**src/rtl/tbo_pkg.sv**
```systemverilog
/*
 * Shared constants and types for the trace bus output port.
 * Assumes a single system clock i_clk; the link clock arrives as a sampled input.
 */
package tbo_pkg;
   localparam int          DATA_W        = 32;
   localparam int          ID_W          = 7;
   localparam int          BYTES_W       = 2;
   localparam int          SYNC_STAGES   = 3;
   localparam logic [31:0] DATA_RST      = 32'h0000_0000;
   localparam logic [6:0]  ID_RST        = 7'h00;
   localparam logic [1:0]  BYTES_RST     = 2'h0;
   localparam logic [1:0]  BYTES_FOUR    = 2'h3;
   localparam int          SRC_DEPTH     = 4;
   typedef logic [DATA_W-1:0] tbo_data_t;
   typedef logic [ID_W-1:0]   tbo_id_t;
   typedef logic [BYTES_W-1:0] tbo_bytes_t;
   typedef enum logic [1:0] {TBO_IDLE, TBO_SEND, TBO_FLUSH_ACK} tbo_state_e;
endpackage : tbo_pkg

```
**src/rtl/tbo_src_if.sv**
```systemverilog
/*
 * Source-side word channel between the capture logic and the link engine.
 * Assumes both ends run on the same system clock.
 */
`timescale 1ns/1ps
interface tbo_src_if;
   import tbo_pkg::*;
   logic       valid;
   logic       ready;
   tbo_data_t  data;
   tbo_bytes_t bytes;
   tbo_id_t    id;
   modport producer (output valid, output data, output bytes, output id, input ready);
   modport consumer (input valid, input data, input bytes, input id, output ready);
endinterface : tbo_src_if

```
**src/rtl/tbo_sync.sv**
```systemverilog
/*
 * Three-stage synchroniser with agreement filter for one link-side level.
 * Assumes the input is asynchronous to i_clk.
 */
`timescale 1ns/1ps
module tbo_sync (
   input  wire logic i_clk,
   input  wire logic i_rst,
   input  wire logic i_async,
   output logic      o_level
);
   import tbo_pkg::*;
   logic [SYNC_STAGES-1:0] stage;

   always_ff @(posedge i_clk or posedge i_rst) begin
      if (i_rst) begin
         stage <= '0;
      end else begin
         stage <= {stage[SYNC_STAGES-2:0], i_async};
      end
   end

   // Level changes only when the second and third stages agree
   always_ff @(posedge i_clk or posedge i_rst) begin
      if (i_rst) begin
         o_level <= 1'b0;
      end else if (stage[1] == stage[2]) begin
         o_level <= stage[2];
      end
   end
endmodule : tbo_sync

```
**src/rtl/tbo_port.sv**
```systemverilog
/*
 * Trace bus output port: presents trace words with byte count and source tag
 * on a valid/ready link and answers flush requests from the sink.
 * Assumes the link clock, clock enable, ready and flush request come from the sink's
 * domain and are resampled here; link-side outputs change only after an enabled link edge or a link reset.
 */
// Functional notes
// RQ1: Valid is high only while the data bus holds a real word and is low in reset.
// RQ2: The sink raises ready to accept the word presented and lowers it when not ready.
// RQ3: Byte count is encoded b00 for one byte up to b11 for four and resets to b00.
// RQ4: A 7-bit source tag and 32-bit data word are presented and are zero in reset.
// RQ5: The sink raises flush request to ask for buffered data to be drained.
// RQ6: Flush ready stays low until the buffer is flushed, then rises; it resets low.
// RQ7: Port logic advances on enabled link clock edges only and holds otherwise.
// RQ8: A word moves on an enabled edge with valid and ready high; outputs hold while stalled.
`timescale 1ns/1ps
module tbo_port #(
   parameter int DEPTH = tbo_pkg::SRC_DEPTH
) (
   input  wire logic              i_clk,
   input  wire logic              i_rst,
   input  wire logic              i_link_clk,
   input  wire logic              i_link_clk_en,
   input  wire logic              i_link_rst_n,
   input  wire logic              i_ready,
   input  wire logic              i_flush_req,
   input  wire logic              i_word_valid,
   input  wire tbo_pkg::tbo_data_t  i_word_data,
   input  wire tbo_pkg::tbo_bytes_t i_word_bytes,
   input  wire tbo_pkg::tbo_id_t    i_word_id,
   output logic                   o_word_ready,
   output logic                   o_valid,
   output tbo_pkg::tbo_data_t     o_data,
   output tbo_pkg::tbo_bytes_t    o_bytes,
   output tbo_pkg::tbo_id_t       o_id,
   output logic                   o_flush_ready
);
   import tbo_pkg::*;

   localparam int PW = $clog2(DEPTH);

   tbo_src_if src ();
   logic       lclk_s, lclk_d, ready_s, flush_s, lrst_n_s, en_s, lclk_rise;
   tbo_state_e state;
   tbo_data_t  mem_data  [DEPTH];
   tbo_bytes_t mem_bytes [DEPTH];
   tbo_id_t    mem_id    [DEPTH];
   logic [PW:0] wr_ptr, rd_ptr;
   logic        full, empty, take, pop, adv, link_rst;

   tbo_sync u_lclk  (.i_clk(i_clk), .i_rst(i_rst), .i_async(i_link_clk),    .o_level(lclk_s));
   tbo_sync u_ready (.i_clk(i_clk), .i_rst(i_rst), .i_async(i_ready),       .o_level(ready_s));
   tbo_sync u_flush (.i_clk(i_clk), .i_rst(i_rst), .i_async(i_flush_req),   .o_level(flush_s));
   tbo_sync u_lrst  (.i_clk(i_clk), .i_rst(i_rst), .i_async(i_link_rst_n),  .o_level(lrst_n_s));
   tbo_sync u_en    (.i_clk(i_clk), .i_rst(i_rst), .i_async(i_link_clk_en), .o_level(en_s));

   assign src.valid = i_word_valid;
   assign src.data  = i_word_data;
   assign src.bytes = i_word_bytes;
   assign src.id    = i_word_id;
   assign o_word_ready = src.ready;

   always_ff @(posedge i_clk or posedge i_rst) begin
      if (i_rst) begin
         lclk_d <= 1'b0;
      end else begin
         lclk_d <= lclk_s;
      end
   end

   assign lclk_rise = lclk_s & ~lclk_d;
   assign adv       = lclk_rise & en_s;            // [RQ7]
   assign link_rst  = ~lrst_n_s;
   assign full      = (wr_ptr[PW-1:0] == rd_ptr[PW-1:0]) && (wr_ptr[PW] != rd_ptr[PW]);
   assign empty     = (wr_ptr == rd_ptr);
   // Back-pressure reaches the capture side while full or in link reset
   assign src.ready = ~full & ~link_rst;
   assign take      = src.valid & src.ready;
   // Transfer completes when an enabled edge sees valid and ready together
   assign pop       = adv & o_valid & ready_s;     // [RQ8] [RQ2]

   always_ff @(posedge i_clk or posedge i_rst) begin
      if (i_rst) begin
         wr_ptr <= '0;
      end else if (link_rst) begin
         wr_ptr <= '0;
      end else if (take) begin
         wr_ptr <= wr_ptr + 1'b1;
      end
   end

   // Storage has no reset: a slot is only read after the write pointer has passed it
   always_ff @(posedge i_clk) begin
      if (take) begin
         mem_data[wr_ptr[PW-1:0]]  <= src.data;
         mem_bytes[wr_ptr[PW-1:0]] <= src.bytes;
         mem_id[wr_ptr[PW-1:0]]    <= src.id;
      end
   end

   // Output stage: loads only on enabled edges, holds while stalled
   always_ff @(posedge i_clk or posedge i_rst) begin
      if (i_rst) begin
         rd_ptr  <= '0;
         o_valid <= 1'b0;                          // [RQ1]
         o_data  <= DATA_RST;                      // [RQ4]
         o_id    <= ID_RST;                        // [RQ4]
         o_bytes <= BYTES_RST;                     // [RQ3]
      end else if (link_rst) begin
         rd_ptr  <= '0;
         o_valid <= 1'b0;
         o_data  <= DATA_RST;
         o_id    <= ID_RST;
         o_bytes <= BYTES_RST;
      end else if (adv && (!o_valid || pop)) begin // [RQ8]
         if (!empty) begin
            o_valid <= 1'b1;                       // [RQ1]
            o_data  <= mem_data[rd_ptr[PW-1:0]];
            o_bytes <= mem_bytes[rd_ptr[PW-1:0]];  // [RQ3]
            o_id    <= mem_id[rd_ptr[PW-1:0]];
            rd_ptr  <= rd_ptr + 1'b1;
         end else begin
            o_valid <= 1'b0;                       // [RQ1]
         end
      end
   end

   // Flush: drain buffered words, then acknowledge for one enabled link edge
   always_ff @(posedge i_clk or posedge i_rst) begin
      if (i_rst) begin
         state         <= TBO_IDLE;
         o_flush_ready <= 1'b0;                    // [RQ6]
      end else if (link_rst) begin
         state         <= TBO_IDLE;
         o_flush_ready <= 1'b0;
      end else if (adv) begin                      // [RQ7]
         case (state)
            TBO_IDLE: begin
               o_flush_ready <= 1'b0;
               if (flush_s) begin                  // [RQ5]
                  state <= TBO_SEND;
               end
            end
            TBO_SEND: begin
               if (empty && (!o_valid || pop)) begin
                  state         <= TBO_FLUSH_ACK;
                  o_flush_ready <= 1'b1;           // [RQ6]
               end
            end
            TBO_FLUSH_ACK: begin
               o_flush_ready <= 1'b0;
               state         <= TBO_IDLE;
            end
            default: begin
               state         <= TBO_IDLE;
               o_flush_ready <= 1'b0;
            end
         endcase
      end
   end

   // Assertions
   property p_valid_stall_hold;
      @(posedge i_clk) disable iff (i_rst || link_rst)
      (o_valid && !pop) |=> (o_valid && $stable(o_data) && $stable(o_bytes) && $stable(o_id));
   endproperty
   a_valid_stall_hold: assert property (p_valid_stall_hold) else $error("stalled word changed"); // [RQ8]

   property p_hold_without_enable;
      @(posedge i_clk) disable iff (i_rst || link_rst)
      !adv |=> ($stable(o_valid) && $stable(o_flush_ready) && $stable(state));
   endproperty
   a_hold_without_enable: assert property (p_hold_without_enable) else $error("moved without enable"); // [RQ7]

   property p_flush_ack_after_empty;
      @(posedge i_clk) disable iff (i_rst || link_rst)
      $rose(o_flush_ready) |-> ($past(state) == TBO_SEND) && $past(empty);
   endproperty
   a_flush_ack_after_empty: assert property (p_flush_ack_after_empty) else $error("early flush ack"); // [RQ6]

   property p_valid_only_with_word;
      @(posedge i_clk) disable iff (i_rst || link_rst)
      $rose(o_valid) |-> $past(adv) && !$past(empty);
   endproperty
   a_valid_only_with_word: assert property (p_valid_only_with_word) else $error("valid without word"); // [RQ1]

   property p_reset_values;
      @(posedge i_clk) i_rst |=> (!o_valid && o_data == DATA_RST && o_id == ID_RST
                                         && o_bytes == BYTES_RST && !o_flush_ready);
   endproperty
   a_reset_values: assert property (p_reset_values) else $error("bad reset values"); // [RQ4]

   property p_bytes_from_source;
      @(posedge i_clk) disable iff (i_rst || link_rst)
      $rose(o_valid) |-> o_bytes == $past(mem_bytes[rd_ptr[PW-1:0]]);
   endproperty
   a_bytes_from_source: assert property (p_bytes_from_source) else $error("byte count wrong"); // [RQ3]

   property p_pop_needs_ready;
      @(posedge i_clk) disable iff (i_rst || link_rst)
      (o_valid && adv && !ready_s) |=> o_valid && $stable(o_data);
   endproperty
   a_pop_needs_ready: assert property (p_pop_needs_ready) else $error("word lost without ready"); // [RQ2]

   property p_flush_ack_one_edge;
      @(posedge i_clk) disable iff (i_rst || link_rst)
      (o_flush_ready && adv) |=> !o_flush_ready;
   endproperty
   a_flush_ack_one_edge: assert property (p_flush_ack_one_edge) else $error("ack held too long"); // [RQ6]

   property p_data_hold_without_enable;
      @(posedge i_clk) disable iff (i_rst || link_rst)
      !adv |=> ($stable(o_data) && $stable(o_bytes) && $stable(o_id));
   endproperty
   a_data_hold_without_enable: assert property (p_data_hold_without_enable) else $error("word moved"); // [RQ7]

   // Flush ack must stay low for the whole drain
   property p_flush_ready_low_in_send;
      @(posedge i_clk) disable iff (i_rst || link_rst)
      (state == TBO_SEND) |-> !o_flush_ready;
   endproperty
   a_flush_ready_low_in_send: assert property (p_flush_ready_low_in_send) else $error("ack while draining"); // [RQ6]

   property p_link_reset_clears;
      @(posedge i_clk) disable iff (i_rst)
      link_rst |=> (!o_valid && !o_flush_ready && o_data == DATA_RST && o_id == ID_RST
                    && o_bytes == BYTES_RST);
   endproperty
   a_link_reset_clears: assert property (p_link_reset_clears) else $error("link reset left state"); // [RQ1]
endmodule : tbo_port

```
**config.mk**
```make
export PLATFORM = sky130hd
export DESIGN_NAME = tbo_port
export DESIGN_NICKNAME = d
export VERILOG_FILES = /design/src/rtl/tbo_pkg.sv /design/src/rtl/tbo_src_if.sv /design/src/rtl/tbo_sync.sv /design/src/rtl/tbo_port.sv
export SDC_FILE = /design/constraint.sdc
export NUM_CORES = 1
export LEC_CHECK = 0
export ABC_AREA = 0
export BUFFER_PORTS_ARGS = -buffer_cell sky130_fd_sc_hd__buf_2
export CELL_PAD_IN_SITES_DETAIL_PLACEMENT = 0
export CELL_PAD_IN_SITES_GLOBAL_PLACEMENT = 2
export CORE_MARGIN = 5
export CORE_UTILIZATION = 45
export DETAILED_ROUTE_END_ITERATION = 7
export GPL_TIMING_DRIVEN = 0
export PLACE_DENSITY_LB_ADDON = 0.2
export SETUP_SLACK_MARGIN = 0.2
export SLEW_MARGIN = 0
export SYNTH_ARGS = -nofsm -noshare
export SYNTH_HDL_FRONTEND = slang
export SYNTH_SLANG_ARGS = --single-unit
```
**constraint.sdc**
```tcl
create_clock -name i_clk -period 6.45 [get_ports i_clk]
set_clock_uncertainty 0.2 [all_clocks]
set_input_delay 1.29 -clock i_clk [delete_from_list [all_inputs] [get_ports i_clk]]
set_output_delay 1.29 -clock i_clk [all_outputs]
set_load 0.05 [all_outputs]
```
==> flow_summary.yaml, run 1 <==
critical_path:
  worstPathRequired_ns: 4.96
  worstSetupPathType: "reg -> out"
  slowest_delay_ns: 0.45
  crit_chain: "clkbuf_1, buf_2, clkbuf_1, and2_1, buf_2"
  start_kind: "register"
  crit_fanout: 10
  cpMaxStageDelayCell: "clkbuf_1"
  endpoint_kind: "output port"
  reg2reg_setup_slack_ns: 3.25
  cp_data_arrival_time_ns: 2.61
synth:
  syn_area_um2: 9150
  yosysSeqAreaShare_pct: 73.5
  syn_nets: 554
  synth_cells: 500
  yosysWarningCount: 0
  ys_ff_latch: 236
  syn_avg_cell_area_um2: 18.3
  synthArstFlopShare_pct: 30.5
  synth_edf_count: 164
  synth_ff_type: "edfxtp_1"
  synth_cell_types: 37
cells_and_area:
  fillers: 1598
  multi_input_area_um2: 2190
  syn2layout_area_growth_pct: 19.1
  antenna_cells: 0
  final_common_cell: "edfxtp_1"
  seqCellArea_um2: 6730
  layout.cells.non_filler: 913
  most-common-layout-cells: "edfxtp_1, buf_2, dfrtp_1"
  nets: 678
  drive_gt1_share_pct: 37.3
pwr:
  peakVddDrop_v: 0.000227
  p_leak_nw: 4.04
  power.density_nw_per_um2: 318
routing:
  drc_errors: 0
  route.vias.total: 4833
  antenna_left: 0
  wire_per_inst_um: 20.6
  dr.pass1.iters: 4
  drtIter0Drc: 244
  routed_wl_um: 18800
  avgViaCountPerCell: 5.29
cts:
  cts.sink_count: 236
  hold_buffers: 0
  htreeDepth: 1
  cts_made_buffers: 25
  clock_latency_ns: 0.52
  post_cts_resized: 0
  cts_tree: "yes"
  cts-root-buf: "clkbuf_16"
  path_clk_slew_ns: 0.06
  clockBufferDepth: 3
  postCtsSetupBuffers: 0
grt:
  track_usage_pct: 16.4
  overflow: 0
  grt_max_degree: 57
  antenna_found_initial: 0
  met2_usage_pct: 27.3
  grt_pass1_vias: 5369
  use_met3_pct: 3.21
  top_usage_layer: "met2"
  grt_pass1_wl_um: 30400
  use_met1_pct: 22.7
sta:
  finalWorstSetupSlack_ns: 2.35
  slew_headroom_pct: 48.7
  hold_violations: 0
  finalSetupViolations: 0
  fin_tns_setup_ns: 0
  period_share_pct: 63.6
  layout_min_cycle_time_ns: 4.10
  max_freq_mhz: 244
  tightest_slew_ns: 0.768
  final-max-slew-violation-count: 0
  whs_ns: 0.147
  rsz0062_at_grt: "no"
die:
  core_um2: 20100
  pin_count: 93
  die_y_um: 153
  start_util_pct: 45.5
  rows: 52
  dieArea_um2: 23300
  die_width_um: 153
placement:
  dp_worst_setup_slack_ns: 2.84
  hpwl_um: 12000
  port_buffers: 92
  gp_congestion: 0.745
  dp.cells: 867
status:
  status: "finished, final reports clean"
run:
  drv_cap: 0
min_path:
  hold_path_class: "reg -> reg"
-- kinds of logic (layout without fill, tap and decap cells) --
| logic type | count (synthesis) | after routing | synth area share [%] |
|---|---|---|---|
| compound gates | 51 | 51 | 4.92 |
| xor+xnor | 7 | 7 | 0.916 |
| fa+ha+maj | 10 | 10 | 1.23 |
| flops | 236 | 236 | 73.5 |
| mux | 43 | 43 | 10.3 |
| buf+inv | 41 | 184 | 2.75 |
| simple gates | 112 | 112 | 6.40 |
-- critical path, delay by kind of cell, from the launching register on --
kind | cells | cell delay [ns]
buffers and inverters | 4 | 1.56
DFF | 1 | 0.31
and+or+nand+nor | 1 | 0.22
-- area by class of cell --
cell class | count | share of cell area, %
inverters | 5 | 0.195
well taps | 270 | 3.10
clock inverters | 8 | 1.09
repair buffers | 97 | 5.21
clock buffers | 38 | 6.55
plain buffers | 36 | 2.13
flip-flops and latches | 236 | 61.7
multi-input cells | 223 | 20.1
-- path summary, 6_finish.rpt --
check / start / endpoint / cells after the start
max in group asynchronous: i_rst / wr_ptr[2] / 3
min in group asynchronous: i_rst / o_data[14] / 2
setup / recovery: u_lrst.o_level / o_word_ready / 5
hold / removal: u_ready.stage[0] / u_ready.stage[1] / 0
setup reg to reg: u_lrst.o_level / mem_data[0][31] / 6
hold reg to reg: u_ready.stage[0] / u_ready.stage[1] / 0
-- Yosys cell counts, types with 3 or more instances --
| library cell | number | share of area (%) |
|---|---|---|
| clkbuf_1 | 20 | 0.82 |
| nand4_1 | 41 | 2.8 |
| edfxtp_1 | 164 | 54 |
| ha_1 | 5 | 0.68 |
| maj3_1 | 5 | 0.55 |
| inv_1 | 5 | 0.21 |
| buf_2 | 10 | 0.55 |
| buf_12 | 5 | 1.1 |
| dfrtp_1 | 72 | 20 |
| nand2_1 | 48 | 2.0 |
| and2_1 | 7 | 0.48 |
| xnor2_2 | 3 | 0.53 |
| o21ai_2 | 40 | 3.8 |
| nor2_1 | 4 | 0.16 |
| o21ai_1 | 3 | 0.16 |
| mux4_2 | 41 | 10 |
-- flip-flops by register name, summed over array words and instances (netlist names) --
register and count:
wr_ptr 3, u_lrst.o_level 1, u_ready.stage 3, u_lclk.o_level 1
o_bytes 2, u_flush.o_level 1, mem_bytes 8, o_id 7
mem_id 28, u_lrst.stage 3, u_en.stage 3, rd_ptr 3
u_ready.o_level 1, u_flush.stage 3, mem_data 128, u_en.o_level 1
state 2, lclk_d 1, o_data 32, o_flush_ready 1
u_lclk.stage 3, o_valid 1
-- metrics by stage --
step                power [mW]  cell area [um2]  util [%]
floorplan                 1.96             9150         -
finish                    3.47            10900      54.3
global route              3.61            10900      54.3
global placement          2.06             9950      49.5
CTS                       3.51            10900      54.3
detailed placement        2.08            10100      50.1
-- report_power, final --
part / switching [mW] / leakage (nW) / internal [mW]
Combinational: 0.204 / 1.20 / 0.111
Sequential: 0.0272 / 2.44 / 1.70
Clock: 0.552 / 0.402 / 0.882
-- layer usage --
layer / routed length, um / vias to the layer above / part of all wire (%)
li1: - / 2204 / -
met1: 8320 / 2484 / 44
met2: 9250 / 108 / 49
met3: 798 / 37 / 4.2
met4: 429 / 0 / 2.3
met5: 0 / - / 0
Power figures use the tool's default switching activity.
==> run 2: changes to the inputs <==
CORE_UTILIZATION = 40   (was 45)
clock period = 3.3 ns   (was 6.45 ns; I/O delays follow)
==> flow_summary.yaml, run 2 (synthesis gave the netlist of run 1 again) <==
critical_path:
  critical_path.most_common_cell: "buf_2"
  endpoint_kind: "output port"
  r2r_end: "mem_data[3][10]"
  worstSetupPathType: "reg -> out"
  crit_family: "simple AND/OR/NAND/NOR gates"
  start_kind: "register"
  reg2reg_setup_slack_ns: 0.65
  slowest_delay_ns: 0.38
  worstPathRequired_ns: 2.44
  crit_chain: "buf_2, xor2_1, or3_1, and2_1, buf_2"
  cpMaxStageDelayCell: "dfrtp_1"
  r2r_cells: 6
  rr_startpoint: "rd_ptr[1]"
  crit_fanout: 8
  cp_num_buf_inv: 2
  cp_data_arrival_time_ns: 2.11
grt:
  antenna_found_initial: 1
  track_usage_pct: 15.2
  grt_pass1_vias: 5431
  grt_pass1_wl_um: 30900
  overflow: 0
  grt_max_degree: 53
cells_and_area:
  drive_gt1_share_pct: 37.7
  final_common_cell: "edfxtp_1"
  fillers: 1918
  nets: 680
  most-common-layout-cells: "edfxtp_1, buf_2, dfrtp_1"
  largest_register_ffs: 128
  antenna_cells: 0
  syn2layout_area_growth_pct: 19.4
die:
  pin_count: 93
  die_width_um: 161
  rows: 55
  start_util_pct: 40.6
  dieArea_um2: 26000
  die_y_um: 161
  core_um2: 22600
sta:
  tightest_slew_ns: 0.746
  period_share_pct: 89.9
  rsz0062_at_grt: "no"
  slew_headroom_pct: 50.2
  fin_tns_setup_ns: 0
  layout_min_cycle_time_ns: 2.97
  hold_violations: 0
  max_freq_mhz: 337
  finalWorstSetupSlack_ns: 0.335
  final-max-slew-violation-count: 0
  finalSetupViolations: 0
status:
  status: "finished, final reports clean"
cts:
  clockBufferDepth: 3
  cts-root-buf: "clkbuf_16"
  cts.sink_count: 236
  htreeDepth: 1
  postCtsSetupBuffers: 0
  cts_made_buffers: 26
  path_clk_slew_ns: 0.06
  clock_latency_ns: 0.53
  cts_tree: "yes"
routing:
  drc_errors: 0
  dr.pass1.iters: 4
  antenna_left: 0
  wire_per_inst_um: 20.7
  routed_wl_um: 19300
  route.vias.total: 4855
  drtIter0Drc: 322
  avgViaCountPerCell: 5.22
pwr:
  peakVddDrop_v: 0.000313
  p_leak_nw: 4.05
  power.density_nw_per_um2: 617
min_path:
  hp-start: "i_ready"
  whs_endpoint: "u_ready.stage[0]"
  min_path_cells: 1
  hold_path_class: "in -> reg"
placement:
  dp_worst_setup_slack_ns: 0.140
  hpwl_um: 12200
  gp_congestion: 0.720
  port_buffers: 92
run:
  drv_cap: 0
## run 2: cell count changes in the layout (fill, tap and decap cells not counted)
cell           delta
buf_2             -1
clkbuf_1          -4
clkbuf_4          +1
clkinv_2          +3
clkinv_1          +2
clkinv_8          +1
clkbuf_16         +1
bufinv_16         -1
inv_6             -1
clkbuf_8          -2
dlygate4sd3_1     +1
clkbuf_2          +2
## run 2: worst max path at each step
stage                              start  slack, ns               to  cells past startpoint
after floorplan           u_lrst.o_level       0.51  mem_bytes[0][0]                      5
after global placement    u_lrst.o_level      -1.02  mem_data[0][16]                      5
after detailed placement  u_lrst.o_level       0.14  mem_data[0][16]                      6
after CTS                 u_lrst.o_level       0.24     o_word_ready                      5
after global routing      u_lrst.o_level       0.22     o_word_ready                      5
final                          rd_ptr[1]       0.33     o_word_ready                      5
## run 2: timing repair
action,CTS,global route
setup endpoints to repair,24,1
resized for setup,2,1
pin swaps,0,0
endpoints found under the hold margin,20,0
hold buffers,1,0
## run 2: area by class of cell
| class | count | area [um2] | share of cell area, % |
|---|---|---|---|
| Clock inverter | 12 | 119 | 1.09 |
| Tap cell | 285 | 357 | 3.26 |
| Inverter | 5 | 21.3 | 0.195 |
| Multi-Input combinational cell | 223 | 2190 | 20.0 |
| Clock buffer | 35 | 704 | 6.44 |
| Sequential cell | 236 | 6730 | 61.5 |
| Timing Repair Buffer | 98 | 578 | 5.29 |
| Buffer | 36 | 238 | 2.17 |
## run 2: routing by layer
layer / vias to the layer above / global-route usage, % / routed length [um]
met5: - / 0 / 7
met4: 2 / 4.23 / 538
met3: 40 / 3.37 / 1060
met2: 120 / 25.5 / 9380
met1: 2481 / 20.2 / 8280
li1: 2212 / - / -
## run 2: stage by stage
| step | cells | util, % | power (mW) | hold WS [ns] | area [um2] |
|---|---|---|---|---|---|
| 2_1_floorplan | 500 | - | 3.84 | 0.131 | 9160 |
| 3_3_place_gp | 877 | 44.2 | 4.03 | 0.142 | 9970 |
| 3_5_place_dp | 882 | 44.7 | 4.06 | 0.142 | 10100 |
| 4_1_cts | 930 | 48.4 | 6.84 | 0.0275 | 10900 |
| 5_1_grt | 930 | 48.4 | 7.02 | 0.0314 | 10900 |
| 6_report | 930 | 48.4 | 6.75 | 0.0504 | 10900 |
## run 2: power by group
part	switching [mW]	internal, mW	total (mW)
sequential	0.0545	3.32	3.37
combinational	0.397	0.218	0.615
clock	1.11	1.65	2.76
